### config.mk
export PLATFORM = sky130hd
export DESIGN_NAME = drs_ref_switch_ctrl
export DESIGN_NICKNAME = d
export VERILOG_FILES = /design/src/verilog/drs_pkg.sv /design/src/verilog/drs_ref_switch_ctrl.sv /design/src/verilog/drs_ref_mon.sv
export VERILOG_INCLUDE_DIRS = /design/src /design/src/verilog
export SDC_FILE = /design/constraint.sdc
export NUM_CORES = 1
export LEC_CHECK = 0
export BUFFER_PORTS_ARGS = -buffer_cell sky130_fd_sc_hd__clkbuf_2
export CAP_MARGIN = 20
export CORE_MARGIN = 4
export CORE_UTILIZATION = 52
export CTS_BUF_LIST = sky130_fd_sc_hd__clkbuf_16
export CTS_CLUSTER_DIAMETER = 200
export DETAILED_ROUTE_END_ITERATION = 16
export PLACE_DENSITY = 0.83
export SYNTH_ARGS = -nofsm -noshare
export SYNTH_HDL_FRONTEND = slang
export SYNTH_HIERARCHICAL = 1
export SYNTH_SLANG_ARGS = --single-unit
### constraint.sdc
create_clock -name REF_CLK -period 3.31 [get_ports REF_CLK]
set_clock_uncertainty 0.15 [all_clocks]
set_input_delay 0.1655 -clock REF_CLK [delete_from_list [all_inputs] [get_ports REF_CLK]]
set_output_delay 0.1655 -clock REF_CLK [all_outputs]
set_load 0.02 [all_outputs]
### src/verilog/drs_regs.svh
// constants for the dpll reference switch control block
`ifndef DRS_REGS_SVH
`define DRS_REGS_SVH

// dpll state codes
`define DRS_ST_FREERUN   2'h0
`define DRS_ST_NORMAL    2'h1
`define DRS_ST_HOLDOVER  2'h2
`define DRS_ST_SPARE     2'h3

// failure vector bit positions, shared by all masks
`define DRS_BIT_LOS      0
`define DRS_BIT_SCM      1
`define DRS_BIT_CFM      2
`define DRS_BIT_GST      3

// reset values of the configuration
`define DRS_SWMASK_RST   4'h8
`define DRS_HOLDOVER_MASK_RST   4'h7
`define DRS_FAILMASK_RST 4'hf
`define DRS_PRIO0_RST    3'h0
`define DRS_PRIO1_RST    3'h1

// priority value that removes a reference from selection
`define DRS_PRIO_OFF     3'h7

// positions inside the synchronised control pin vector
`define DRS_CTL_MANAGED  5
`define DRS_CTL_ST_HI    4
`define DRS_CTL_ST_LO    3
`define DRS_CTL_SEL_EN   2
`define DRS_CTL_SEL_REF  1
`define DRS_CTL_SWMODE   0

`endif

### src/verilog/drs_pkg.sv
// types for the dpll reference switch control block
`include "drs_regs.svh"

package drs_pkg;

  typedef enum logic [1:0] {
    DRS_FREERUN  = `DRS_ST_FREERUN,
    DRS_NORMAL   = `DRS_ST_NORMAL,
    DRS_HOLDOVER = `DRS_ST_HOLDOVER,
    DRS_SPARE    = `DRS_ST_SPARE
  } drs_state_t;

  typedef struct packed {
    logic [3:0]      ref_switch_mask;
    logic [3:0]      holdover_mask;
    logic [3:0]      fail_mask;
    logic [1:0][2:0] prio;
  } drs_cfg_t;

  typedef struct packed {
    logic guard_soak_timer;
    logic coarse_freq_monitor;
    logic single_cycle_monitor;
    logic loss_of_signal;
  } drs_mon_t;

  localparam drs_cfg_t DRS_CFG_RST = '{
    ref_switch_mask: `DRS_SWMASK_RST,
    holdover_mask:   `DRS_HOLDOVER_MASK_RST,
    fail_mask:       `DRS_FAILMASK_RST,
    prio:            {`DRS_PRIO1_RST, `DRS_PRIO0_RST}
  };

endpackage

### src/verilog/drs_ref_switch_ctrl.sv
// dpll state control and reference switching for two references
`timescale 1ns/1ps
`default_nettype none
`include "drs_regs.svh"

// Overview of operation
// unmanaged: own machine picks state and reference
// managed: controller pins set state and reference
// entering unmanaged keeps the currently locked reference; code reverts at once to a strictly better usable one
// switch on failure bits enabled by switch mask
// holdover on masked failure or no alternative
// leave auto-holdover once causes disappear
// failed reference: switch, else holdover
// pick highest priority available, fall back next
// three-bit priority, lower wins, 111 excludes
// equal priority: reference 0 wins, default too
// no revert on equal priority, revert higher
// managed: failed selection waits in auto-holdover
// managed holdover only from holdover-mask failures; code also holds on fail-mask failures and select changes
// managed holdover entry and exit keep reference
// select change passes through holdover first
// control and status bits brought to pins
// failure indicator: any unmasked monitor high
// one status bit names reference in use
// reset loads defaults; all logic on clock
// freerun until first valid reference acquired
module drs_ref_switch_ctrl
  import drs_pkg::*;
(
  input  wire logic       REF_CLK,              // system clock, 100 MHz
  input  wire logic       RST,                  // async reset, high
  input  wire logic       MANAGED,              // 1 managed, 0 unmanaged (pin)
  input  wire logic [1:0] STATE_CTRL,           // forced dpll state (pin)
  input  wire logic [1:0] REF_SEL_CTRL,         // {enable, reference} (pin)
  input  wire logic       SWITCH_MODE_CTRL,     // 1 hit-less, 0 glitch-less (pin)
  input  wire logic [1:0] LOSS_OF_SIGNAL,       // per reference los pins
  input  wire logic [1:0] SINGLE_CYCLE_MONITOR, // per reference monitor
  input  wire logic [1:0] COARSE_FREQ_MONITOR,  // per reference monitor
  input  wire logic [1:0] GUARD_SOAK_TIMER,     // per reference monitor
  input  wire logic       DPLL_LOCK_IN,         // phase lock from the loop
  input  wire logic       CFG_LOAD,             // pulse: take CFG_IN
  input  wire drs_cfg_t   CFG_IN,               // new configuration
  output logic [1:0]      DPLL_STATE,           // current dpll state
  output logic            REF_USED,             // 0 ref0, 1 ref1
  output logic [1:0]      REF_SEL_STATUS,       // {no ref available, ref used}
  output logic [2:0]      REF_MON_STATUS,       // {ref1 fail, ref0 fail, used fails}
  output logic            HOLDOVER,             // dpll in holdover
  output logic            LOCK,                 // locked in normal state
  output logic            SWITCH_MODE,          // applied switching mode
  output drs_cfg_t        CFG_OUT               // configuration in force
);

  localparam int NREF = 2;
  localparam int CW   = 6;

  // ---------------------------------------------------------------
  // pin synchronisers for the controller-driven bits
  // ---------------------------------------------------------------
  logic [CW-1:0] ctl_meta;
  logic [CW-1:0] ctl_sync;

  always_ff @(posedge REF_CLK or posedge RST) begin
    if (RST) begin
      ctl_meta <= '0;
      ctl_sync <= '0;
    end else begin
      ctl_meta <= {MANAGED, STATE_CTRL, REF_SEL_CTRL, SWITCH_MODE_CTRL};
      ctl_sync <= ctl_meta;
    end
  end

  wire        managed = ctl_sync[`DRS_CTL_MANAGED];
  wire  [1:0] st_code = ctl_sync[`DRS_CTL_ST_HI:`DRS_CTL_ST_LO];
  wire        sel_en  = ctl_sync[`DRS_CTL_SEL_EN];
  wire        sel_ref = ctl_sync[`DRS_CTL_SEL_REF];
  wire        sw_mode = ctl_sync[`DRS_CTL_SWMODE];

  drs_state_t st_ctrl;
  assign st_ctrl = drs_state_t'(st_code);

  // ---------------------------------------------------------------
  // configuration store
  // ---------------------------------------------------------------
  drs_cfg_t cfg;

  // masks and priorities come back to their defaults on reset
  always_ff @(posedge REF_CLK or posedge RST) begin
    if (RST) begin
      cfg <= DRS_CFG_RST;
    end else if (CFG_LOAD) begin
      cfg <= CFG_IN;
    end
  end

  // ---------------------------------------------------------------
  // per-reference qualification
  // ---------------------------------------------------------------
  logic [NREF-1:0] ref_fail;
  logic [NREF-1:0] sw_cond;
  logic [NREF-1:0] ho_cond;
  logic [NREF-1:0] usable;

  genvar g;
  generate
    for (g = 0; g < NREF; g++) begin : g_ref
      drs_ref_mon u_mon (
        .clk     (REF_CLK),
        .rst     (RST),
        .los_pin (LOSS_OF_SIGNAL[g]),
        .single_cycle_monitor     (SINGLE_CYCLE_MONITOR[g]),
        .coarse_freq_monitor     (COARSE_FREQ_MONITOR[g]),
        .guard_soak_timer     (GUARD_SOAK_TIMER[g]),
        .cfg     (cfg),
        .prio    (cfg.prio[g]),
        .vec     (),
        .fail    (ref_fail[g]),
        .sw_cond (sw_cond[g]),
        .ho_cond (ho_cond[g]),
        .usable  (usable[g])
      );
    end
  endgenerate

  // ---------------------------------------------------------------
  // state held across both modes
  // ---------------------------------------------------------------
  drs_state_t state;
  drs_state_t next_state;
  logic       cur_ref;
  logic       next_ref;
  logic       acquired;
  logic       next_acquired;

  // ---------------------------------------------------------------
  // priority choice
  // ---------------------------------------------------------------
  wire       both_ok   = usable[0] & usable[1];
  wire       any_ok    = usable[0] | usable[1];
  // strict compare keeps reference 0 ahead on a tie
  wire       p1_wins   = cfg.prio[1] < cfg.prio[0];
  wire       best      = both_ok ? p1_wins : usable[1];
  wire       other     = ~cur_ref;
  wire [2:0] prio_cur  = cfg.prio[cur_ref];
  wire [2:0] prio_best = cfg.prio[best];

  // only a strictly better reference pulls us back
  wire       cur_off   = prio_cur == `DRS_PRIO_OFF;
  wire       upgrade   = any_ok & (best != cur_ref)
                         & ((prio_best < prio_cur) | cur_off);

  // ---------------------------------------------------------------
  // unmanaged decisions
  // ---------------------------------------------------------------
  wire cur_sw    = sw_cond[cur_ref];
  wire cur_ho    = ho_cond[cur_ref];
  wire switch_ok = cur_sw & usable[other];
  wire no_alt    = cur_sw & ~usable[other];
  wire um_ho     = (cur_ho | no_alt) & ~switch_ok;

  // a switch needs only the alternative to be valid
  wire um_ref    = switch_ok ? other :
                   upgrade   ? best  : cur_ref;

  drs_state_t um_state;
  assign um_state = um_ho ? DRS_HOLDOVER : DRS_NORMAL;

  // before the first normal state the best reference is only a candidate
  wire        pre_ref   = any_ok ? best : cur_ref;
  drs_state_t pre_state;
  assign pre_state = any_ok ? DRS_NORMAL : DRS_FREERUN;

  // ---------------------------------------------------------------
  // managed decisions
  // ---------------------------------------------------------------
  wire m_ref    = sel_en ? sel_ref : cur_ref;
  wire m_change = m_ref != cur_ref;
  // a new selection costs one holdover cycle before lock
  wire m_ho     = ho_cond[cur_ref] | ref_fail[cur_ref]
                  | m_change;

  drs_state_t m_auto;
  drs_state_t m_state;
  assign m_auto = m_ho ? DRS_HOLDOVER : DRS_NORMAL;

  // spare code is read as normal with automatic holdover
  assign m_state = (st_ctrl == DRS_FREERUN)  ? DRS_FREERUN :
                   (st_ctrl == DRS_HOLDOVER) ? DRS_HOLDOVER :
                   m_auto;

  // ---------------------------------------------------------------
  // mode multiplexing
  // ---------------------------------------------------------------
  // unmanaged starts from the current reference, then switches or upgrades as usual
  assign next_ref   = managed   ? m_ref :
                      !acquired ? pre_ref : um_ref;
  assign next_state = managed   ? m_state :
                      !acquired ? pre_state : um_state;
  assign next_acquired = acquired | (next_state == DRS_NORMAL);

  always_ff @(posedge REF_CLK or posedge RST) begin
    if (RST) begin
      state    <= DRS_FREERUN;
      cur_ref  <= 1'h0;
      acquired <= 1'h0;
    end else begin
      state    <= next_state;
      cur_ref  <= next_ref;
      acquired <= next_acquired;
    end
  end

  // ---------------------------------------------------------------
  // status outputs, all registered
  // ---------------------------------------------------------------
  wire [2:0] next_mon  = {ref_fail[1], ref_fail[0], ref_fail[cur_ref]};
  wire       next_lock = DPLL_LOCK_IN & (state == DRS_NORMAL);
  wire       next_hold = next_state == DRS_HOLDOVER;

  always_ff @(posedge REF_CLK or posedge RST) begin
    if (RST) begin
      DPLL_STATE     <= `DRS_ST_FREERUN;
      REF_USED       <= 1'h0;
      REF_SEL_STATUS <= 2'h0;
      REF_MON_STATUS <= 3'h0;
      HOLDOVER       <= 1'h0;
      LOCK           <= 1'h0;
      SWITCH_MODE    <= 1'h0;
      CFG_OUT        <= DRS_CFG_RST;
    end else begin
      DPLL_STATE     <= next_state;
      REF_USED       <= next_ref;
      REF_SEL_STATUS <= {~any_ok, next_ref};
      REF_MON_STATUS <= next_mon;
      HOLDOVER       <= next_hold;
      LOCK           <= next_lock;
      SWITCH_MODE    <= sw_mode;
      CFG_OUT        <= cfg;
    end
  end

endmodule

`default_nettype wire

### src/verilog/drs_ref_mon.sv
// per-reference failure qualification
`timescale 1ns/1ps
`default_nettype none
`include "drs_regs.svh"

module drs_ref_mon
  import drs_pkg::*;
(
  input  wire logic       clk,        // system clock
  input  wire logic       rst,        // async reset, high
  input  wire logic       los_pin,    // loss_of_signal pin, async
  input  wire logic       single_cycle_monitor,        // single_cycle_monitor indicator
  input  wire logic       coarse_freq_monitor,        // coarse_freq_monitor indicator
  input  wire logic       guard_soak_timer,        // guard_soak_timer indicator
  input  wire drs_cfg_t   cfg,        // live configuration
  input  wire logic [2:0] prio,       // this reference's priority
  output logic [3:0]      vec,        // registered raw indicators
  output logic            fail,       // overall failure indicator
  output logic            sw_cond,    // switch condition
  output logic            ho_cond,    // holdover condition
  output logic            usable      // may be selected
);

  logic     los_meta;
  logic     los_sync;
  drs_mon_t mon;

  // los is a pin; monitors are same-clock logic
  // indicators read as failed until first sampled, so reset values pick no reference
  always_ff @(posedge clk or posedge rst) begin
    if (rst) begin
      los_meta <= 1'h1;
      los_sync <= 1'h1;
      mon      <= '1;
    end else begin
      los_meta <= los_pin;
      los_sync <= los_meta;
      mon      <= '{guard_soak_timer: guard_soak_timer, coarse_freq_monitor: coarse_freq_monitor, single_cycle_monitor: single_cycle_monitor, loss_of_signal: los_sync};
    end
  end

  assign vec[`DRS_BIT_LOS] = mon.loss_of_signal;
  assign vec[`DRS_BIT_SCM] = mon.single_cycle_monitor;
  assign vec[`DRS_BIT_CFM] = mon.coarse_freq_monitor;
  assign vec[`DRS_BIT_GST] = mon.guard_soak_timer;

  assign fail    = |(vec & cfg.fail_mask);
  assign sw_cond = |(vec & cfg.ref_switch_mask);
  assign ho_cond = |(vec & cfg.holdover_mask);
  assign usable  = ~fail & (prio != `DRS_PRIO_OFF);

endmodule

`default_nettype wire

==> qor.yml, run 1 <==
status:
  status: "complete, no violations"
drt:
  via_count: 1880
  postRouteAntennaNets: 0
  drt-initial-drc-count: 114
  wl_per_cell_um: 15.27
  dr.pass1.iters: 4
  wl_um: 5621
  vias_per_cell: 5.109
  drcViolationCount: 0
place:
  hpwlAfterDp_um: 3718
  placed_cells: 318
  dpl_cell_area_um2: 3043
  routabilityCongestion: 0.8578
  io_buffers: 64
yosys:
  synth_top_family_by_area: "compound AO/OA/AOI/OAI gates"
  async_flop_share_pct: 100.0
  synth-seq-cells: 71
  synth_top_flop_cell: "dfrtp_1"
  synth_mux_area_share_pct: 7.844
  synth_area_um2: 2664
  synthesis.nets: 231
  synth_most_common_cell: "dfrtp_1"
  synth_xor_area_share_pct: 0.3288
  synth_area_leaders: "dfrtp_1 (39%), dfstp_2 (30%), mux2_1 (6.3%), a22oi_1 (3.4%), nand2_1 (2.7%)"
  synth_area_per_cell_um2: 13.95
  synth_edf_count: 0
  synth_fa_ha_area_share_pct: 1.879
  synth_cells: 191
  synth_warnings: 6
  synth-simple-area-share_pct: 7.327
  ys_top_cells_by_count: "dfrtp_1 (41), dfstp_2 (30), nand2_1 (19), mux2_1 (15), a22oi_1 (12)"
  synth_compound_area_share_pct: 11.88
  synthDistinctLibCells: 36
  seq_area_frac_synth_pct: 68.11
  synth_top_area_share_pct: 38.52
  yosysTopAreaCell: "dfrtp_1"
cells_and_area:
  antenna_cells: 0
  area_growth_pct: 36.73
  final_layout_size_suffix_gt1_share_pct: 37.54
  utilization_pct: 75.12
  final_cells: 368
  final_area_um2: 3642
  fin_nets: 336
sta:
  max_freq_mhz: 341.2
  drv_slew: 0
  rsz0062_at_grt: "no"
  hold_violations: 0
  post-route-period-util_pct: 88.55
  worst_slew_pin_slew_ps: 681.7
  setup_violations: 0
  holdWs_ps: 194.3
  fin_setup_tns_ps: 0
  final.min_clock_period_ps: 2931
  max_slew_margin_pct: 54.55
die:
  initial_core_util_pct: 54.94
  core_um2: 4848
  die-area_um2: 6332
  die_h_um: 79.58
  die_w_um: 79.58
  rows: 25
  io_pins: 65
setup_path:
  cp.arrival_ps: 2980
  endpoint_kind: "register"
  slowest_delay_ps: 550
  path_max_fanout: 7
  slowest_stage: "dfstp_2"
  worstSetupStartpointType: "register"
  required_ps: 3360
  cp_num_buf_inv: 0
  cp_cell_sequence: "a22oi_1, and3_1, nor3b_1, a22o_2, nand2_1, o21ai_1, ha_1, nor4b_4, o2111ai_1, o21ai_1, mux2i_1, a211oi_2"
  path_delay_family: "compound AO/OA/AOI/OAI gates"
  path_class: "register to register"
  cpMostUsedCell: "o21ai_1"
pwr:
  pwr-share-clk_pct: 36.8
  switchingPower_uw: 608.8
  p_per_area_nw_per_um2: 614.5
  vdd_drop_max_mv: 0.5061
  p_int_uw: 1629
  comb_power_share_pct: 16.7
  switching_share_pct: 27.20
  leakage_uw: 0.001680
  pwr-share-seq_pct: 46.5
clock_network:
  cts_buffer_depth: 2
  cts_buffers: 9
  root_buffer: "clkbuf_16"
  clk_latency_ps: 330
  cts.sinks: 71
  cts_tree: "done"
  htreeDepth: 3
  postCtsSetupRepairBufs: 0
  path_clk_slew_ps: 50
global_routing:
  antenna_found_initial: 0
  gr-total-overflow: 0
  grt_max_degree: 43
  gr-usage-all-layers_pct: 20.25
  grt_pass1_vias: 2058
  grt_pass1_wl_um: 9508
worst_hold_path:
  hold_class: "register to register"
flow_run:
  cap_violations: 0
layout make-up:
cell class,count,area (um2)
inverters,10,37.54
clock buffers,9,225.2
well taps,67,83.83
repair buffers,99,668.1
flip-flops and latches,71,1814
clock inverters,7,33.78
fillers,306,1206
multi-input cells,105,779.5
what timing repair did:
action	in CTS	in global routing
hold buffers	34	0
hold endpoints to repair	62	0
gates resized for setup	0	0
power by group through the flow:
stage          Clock, uW  Sequential (uW)  Combinational, uW
2_1_floorplan          0             1080                212
3_3_place_gp           0             1050                334
3_5_place_dp           0             1050                341
4_1_cts              840             1040                374
5_1_grt              885             1050                409
6_report             824             1040                373
cells by family after synthesis:
group	after synthesis
AOI/OAI and AO/OA	43
and+or+nand+nor	38
muxes	19
DFF	71
adders and majority gates	4
buffers and inverters	15
xor gates and xnor gates	1
through the flow:
step | setup slack, ps | total power [uW]
detailed placement | 386.6 | 1395
finish | 379.0 | 2238
global placement | 509.3 | 1382
global route | 23.24 | 2346
floorplan | 637.4 | 1289
CTS | 378.0 | 2255
metal layers:
metal,share of wire [%],global-route usage (%),wire (um)
met5,0,0,0
met4,2.8,10.82,155
met2,50,33.14,2836
met1,41,24.26,2300
met3,5.9,5.530,330
flip-flops by register name, indices dropped and copies added (netlist names):
name and flops:
CFG_OUT 18, DPLL_STATE 2, HOLDOVER 1, LOCK 1
REF_MON_STATUS 3, REF_SEL_STATUS 2, SWITCH_MODE 1, acquired 1
cfg 18, ctl_meta 6, ctl_sync 6, g_ref.u_mon/los_meta 2
g_ref.u_mon/los_sync 2, g_ref.u_mon/vec 8
path summary, 6_finish.rpt:
| check | startpoint | to | slack, ps | cells past startpoint |
|---|---|---|---|---|
| min in group asynchronous | RST | CFG_OUT[13]$_DFF_PP0_ | 220 | 3 |
| hold reg to reg | ctl_meta[0]$_DFF_PP0_ | ctl_sync[0]$_DFF_PP0_ | 190 | 0 |
| hold / removal | ctl_meta[0]$_DFF_PP0_ | ctl_sync[0]$_DFF_PP0_ | 190 | 0 |
| max in group asynchronous | RST | CFG_OUT[6]$_DFF_PP1_ | 1940 | 4 |
| setup / recovery | cfg[6]$_DFFE_PP1P_ | REF_SEL_STATUS[0]$_DFFE_PP0P_ | 380 | 12 |
| setup reg to reg | cfg[6]$_DFFE_PP1P_ | REF_SEL_STATUS[0]$_DFFE_PP0P_ | 380 | 12 |
cells in the final DEF, fill, tap and decap left out, drive strengths merged, types with 2 or more instances in the layout:
cell and instances:
clkinv 4, mux2 15, dlygate4sd3 34, dfrtp 41, a211oi 5, inv 12, clkbuf 73, ha 4
and3 3, a2111oi 2, o21ai 10, a22oi 12, nor2 6, dfstp 30, o21bai 2, nand2 19
nor2b 2, a21oi 5, nand4b 2, mux2i 4, nand3 3
(Power assumes the default switching activity.)
==> run 2: changes to the inputs <==
--- a/config.mk
+++ b/config.mk
@@ -14,6 +14,8 @@
 export CTS_CLUSTER_DIAMETER = 200
 export DETAILED_ROUTE_END_ITERATION = 16
 export PLACE_DENSITY = 0.83
+export RECOVER_POWER = 25
+export SKIP_LAST_GASP = 1
 export SYNTH_ARGS = -nofsm -noshare
 export SYNTH_HDL_FRONTEND = slang
 export SYNTH_HIERARCHICAL = 1
==> qor.yml, run 2 (same netlist as run 1, synthesis figures left out) <==
status:
  status: "complete, no violations"
global_routing:
  grt_pass1_vias: 2058
  antenna_found_initial: 0
  grt_pass1_wl_um: 9508
  grt_max_degree: 43
  gr-usage-all-layers_pct: 20.25
  gr-total-overflow: 0
clock_network:
  root_buffer: "clkbuf_16"
  htreeDepth: 3
  path_clk_slew_ps: 50
  clk_latency_ps: 330
  cts_buffer_depth: 2
  cts_tree: "done"
  cts_buffers: 9
  postCtsSetupRepairBufs: 0
  cts.sinks: 71
drt:
  via_count: 1878
  wl_per_cell_um: 15.27
  wl_um: 5619
  postRouteAntennaNets: 0
  dr.pass1.iters: 4
  drcViolationCount: 0
  vias_per_cell: 5.103
  drt-initial-drc-count: 116
cells_and_area:
  utilization_pct: 75.10
  final_cell_mix: "clkbuf_2 (63), dfrtp_1 (41), dlygate4sd3_1 (34), dfstp_2 (26), nand2_1 (19)"
  fin_nets: 336
  multi_input_area_um2: 779.5
  antenna_cells: 0
  area_growth_pct: 36.68
  final_layout_size_suffix_gt1_share_pct: 35.88
  nFillCells: 307
  regArea_um2: 1814
  final_area_um2: 3641
  layout_commonest_cell: "clkbuf_2"
pwr:
  vdd_drop_max_mv: 0.5055
  p_per_area_nw_per_um2: 614.1
  leakage_uw: 0.001675
setup_path:
  cp_cell_sequence: "nand3_1, and3_1, nor3b_1, a22o_2, nand2_1, o21ai_1, ha_1, nor4b_4, o2111ai_1, o21ai_1, mux2i_1, a211oi_2"
  slowest_stage: "dfstp_1"
  r2r-start: "cfg[3]$_DFFE_PP1P_"
  cp_num_cells: 12
  cp.arrival_ps: 2980
  crit_end: "REF_SEL_STATUS[0]$_DFFE_PP0P_"
  path_class: "register to register"
  required_ps: 3360
  rr_worst_depth: 12
  crit_start: "cfg[3]$_DFFE_PP1P_"
  path_delay_family: "simple AND/OR/NAND/NOR gates"
  cp_num_buf_inv: 0
  path_max_fanout: 7
  r2r_end: "REF_SEL_STATUS[0]$_DFFE_PP0P_"
  reg2reg_slack_ps: 380
  cpMostUsedCell: "o21ai_1"
  endpoint_kind: "register"
  worstSetupStartpointType: "register"
  slowest_delay_ps: 570
sta:
  final.min_clock_period_ps: 2934
  max_freq_mhz: 340.8
  hold_violations: 0
  finalWorstSetupSlack_ps: 376.1
  max_slew_margin_pct: 54.40
  setup_violations: 0
  rsz0062_at_grt: "no"
  post-route-period-util_pct: 88.64
  holdWs_ps: 194.3
  fin_setup_tns_ps: 0
  drv_slew: 0
  worst_slew_pin_slew_ps: 684.1
flow_run:
  cap_violations: 0
die:
  die_w_um: 79.58
  io_pins: 65
  core_um2: 4848
  rows: 25
  initial_core_util_pct: 54.94
  die-area_um2: 6332
  die_h_um: 79.58
place:
  io_buffers: 64
  hpwlAfterDp_um: 3718
  routabilityCongestion: 0.8578
  dp_slack_ps: 386.6
  dpl_cell_area_um2: 3043
worst_hold_path:
  hold_path_depth: 0
  hold_class: "register to register"
==> run 2: cell counts in the layout (fill, tap and decap cells not counted) <==
No cell type changed its count.
==> run 2: power by group <==
part	internal [uW]	total [uW]	switching, uW
combinational	166	373	207
sequential	968	1040	71.2
clock	493	824	331
total	1630	2240	609
==> run 2: what timing repair did <==
item,in CTS,in global routing
setup endpoints to repair,0,0
resized for setup,0,0
hold endpoints to repair,62,0
hold buffers,34,0
==> run 2: how the worst min path moves through the flow <==
stage / endpoint / slack [ps] / startpoint
finish: ctl_sync[0]$_DFF_PP0_ / 190 / ctl_meta[0]$_DFF_PP0_
CTS: ctl_sync[0]$_DFF_PP0_ / 200 / ctl_meta[0]$_DFF_PP0_
floorplan: g_ref[0].u_mon/los_meta$_DFF_PP1_ / 10 / RST
global route: ctl_sync[0]$_DFF_PP0_ / 200 / ctl_meta[0]$_DFF_PP0_
global placement: cfg[13]$_DFFE_PP0P_ / 10 / RST
detailed placement: cfg[13]$_DFFE_PP0P_ / 20 / RST
==> run 2: stage by stage <==
stage / std cells / total power [uW]
6_report: 368 / 2236
5_1_grt: 368 / 2344
4_1_cts: 368 / 2255
3_5_place_dp: 318 / 1395
3_3_place_gp: 318 / 1382
2_1_floorplan: 191 / 1289
==> run 2: per-layer routing <==
metal / global-route usage (%) / routed length, um / vias to the layer above
met5: 0 / 0 / -
met4: 10.82 / 134 / 0
met3: 5.530 / 343 / 14
met2: 33.14 / 2884 / 69
met1: 24.26 / 2256 / 909
li1: - / - / 886
==> run 2: area by class of cell <==
class                           instances  share of cell area [%]
Tap cell                               67                   2.302
Clock buffer                            9                   6.186
Sequential cell                        71                   49.83
Clock inverter                          7                  0.9278
Multi-Input combinational cell        105                   21.41
Inverter                               10                   1.031
Timing Repair Buffer                   99                   18.32
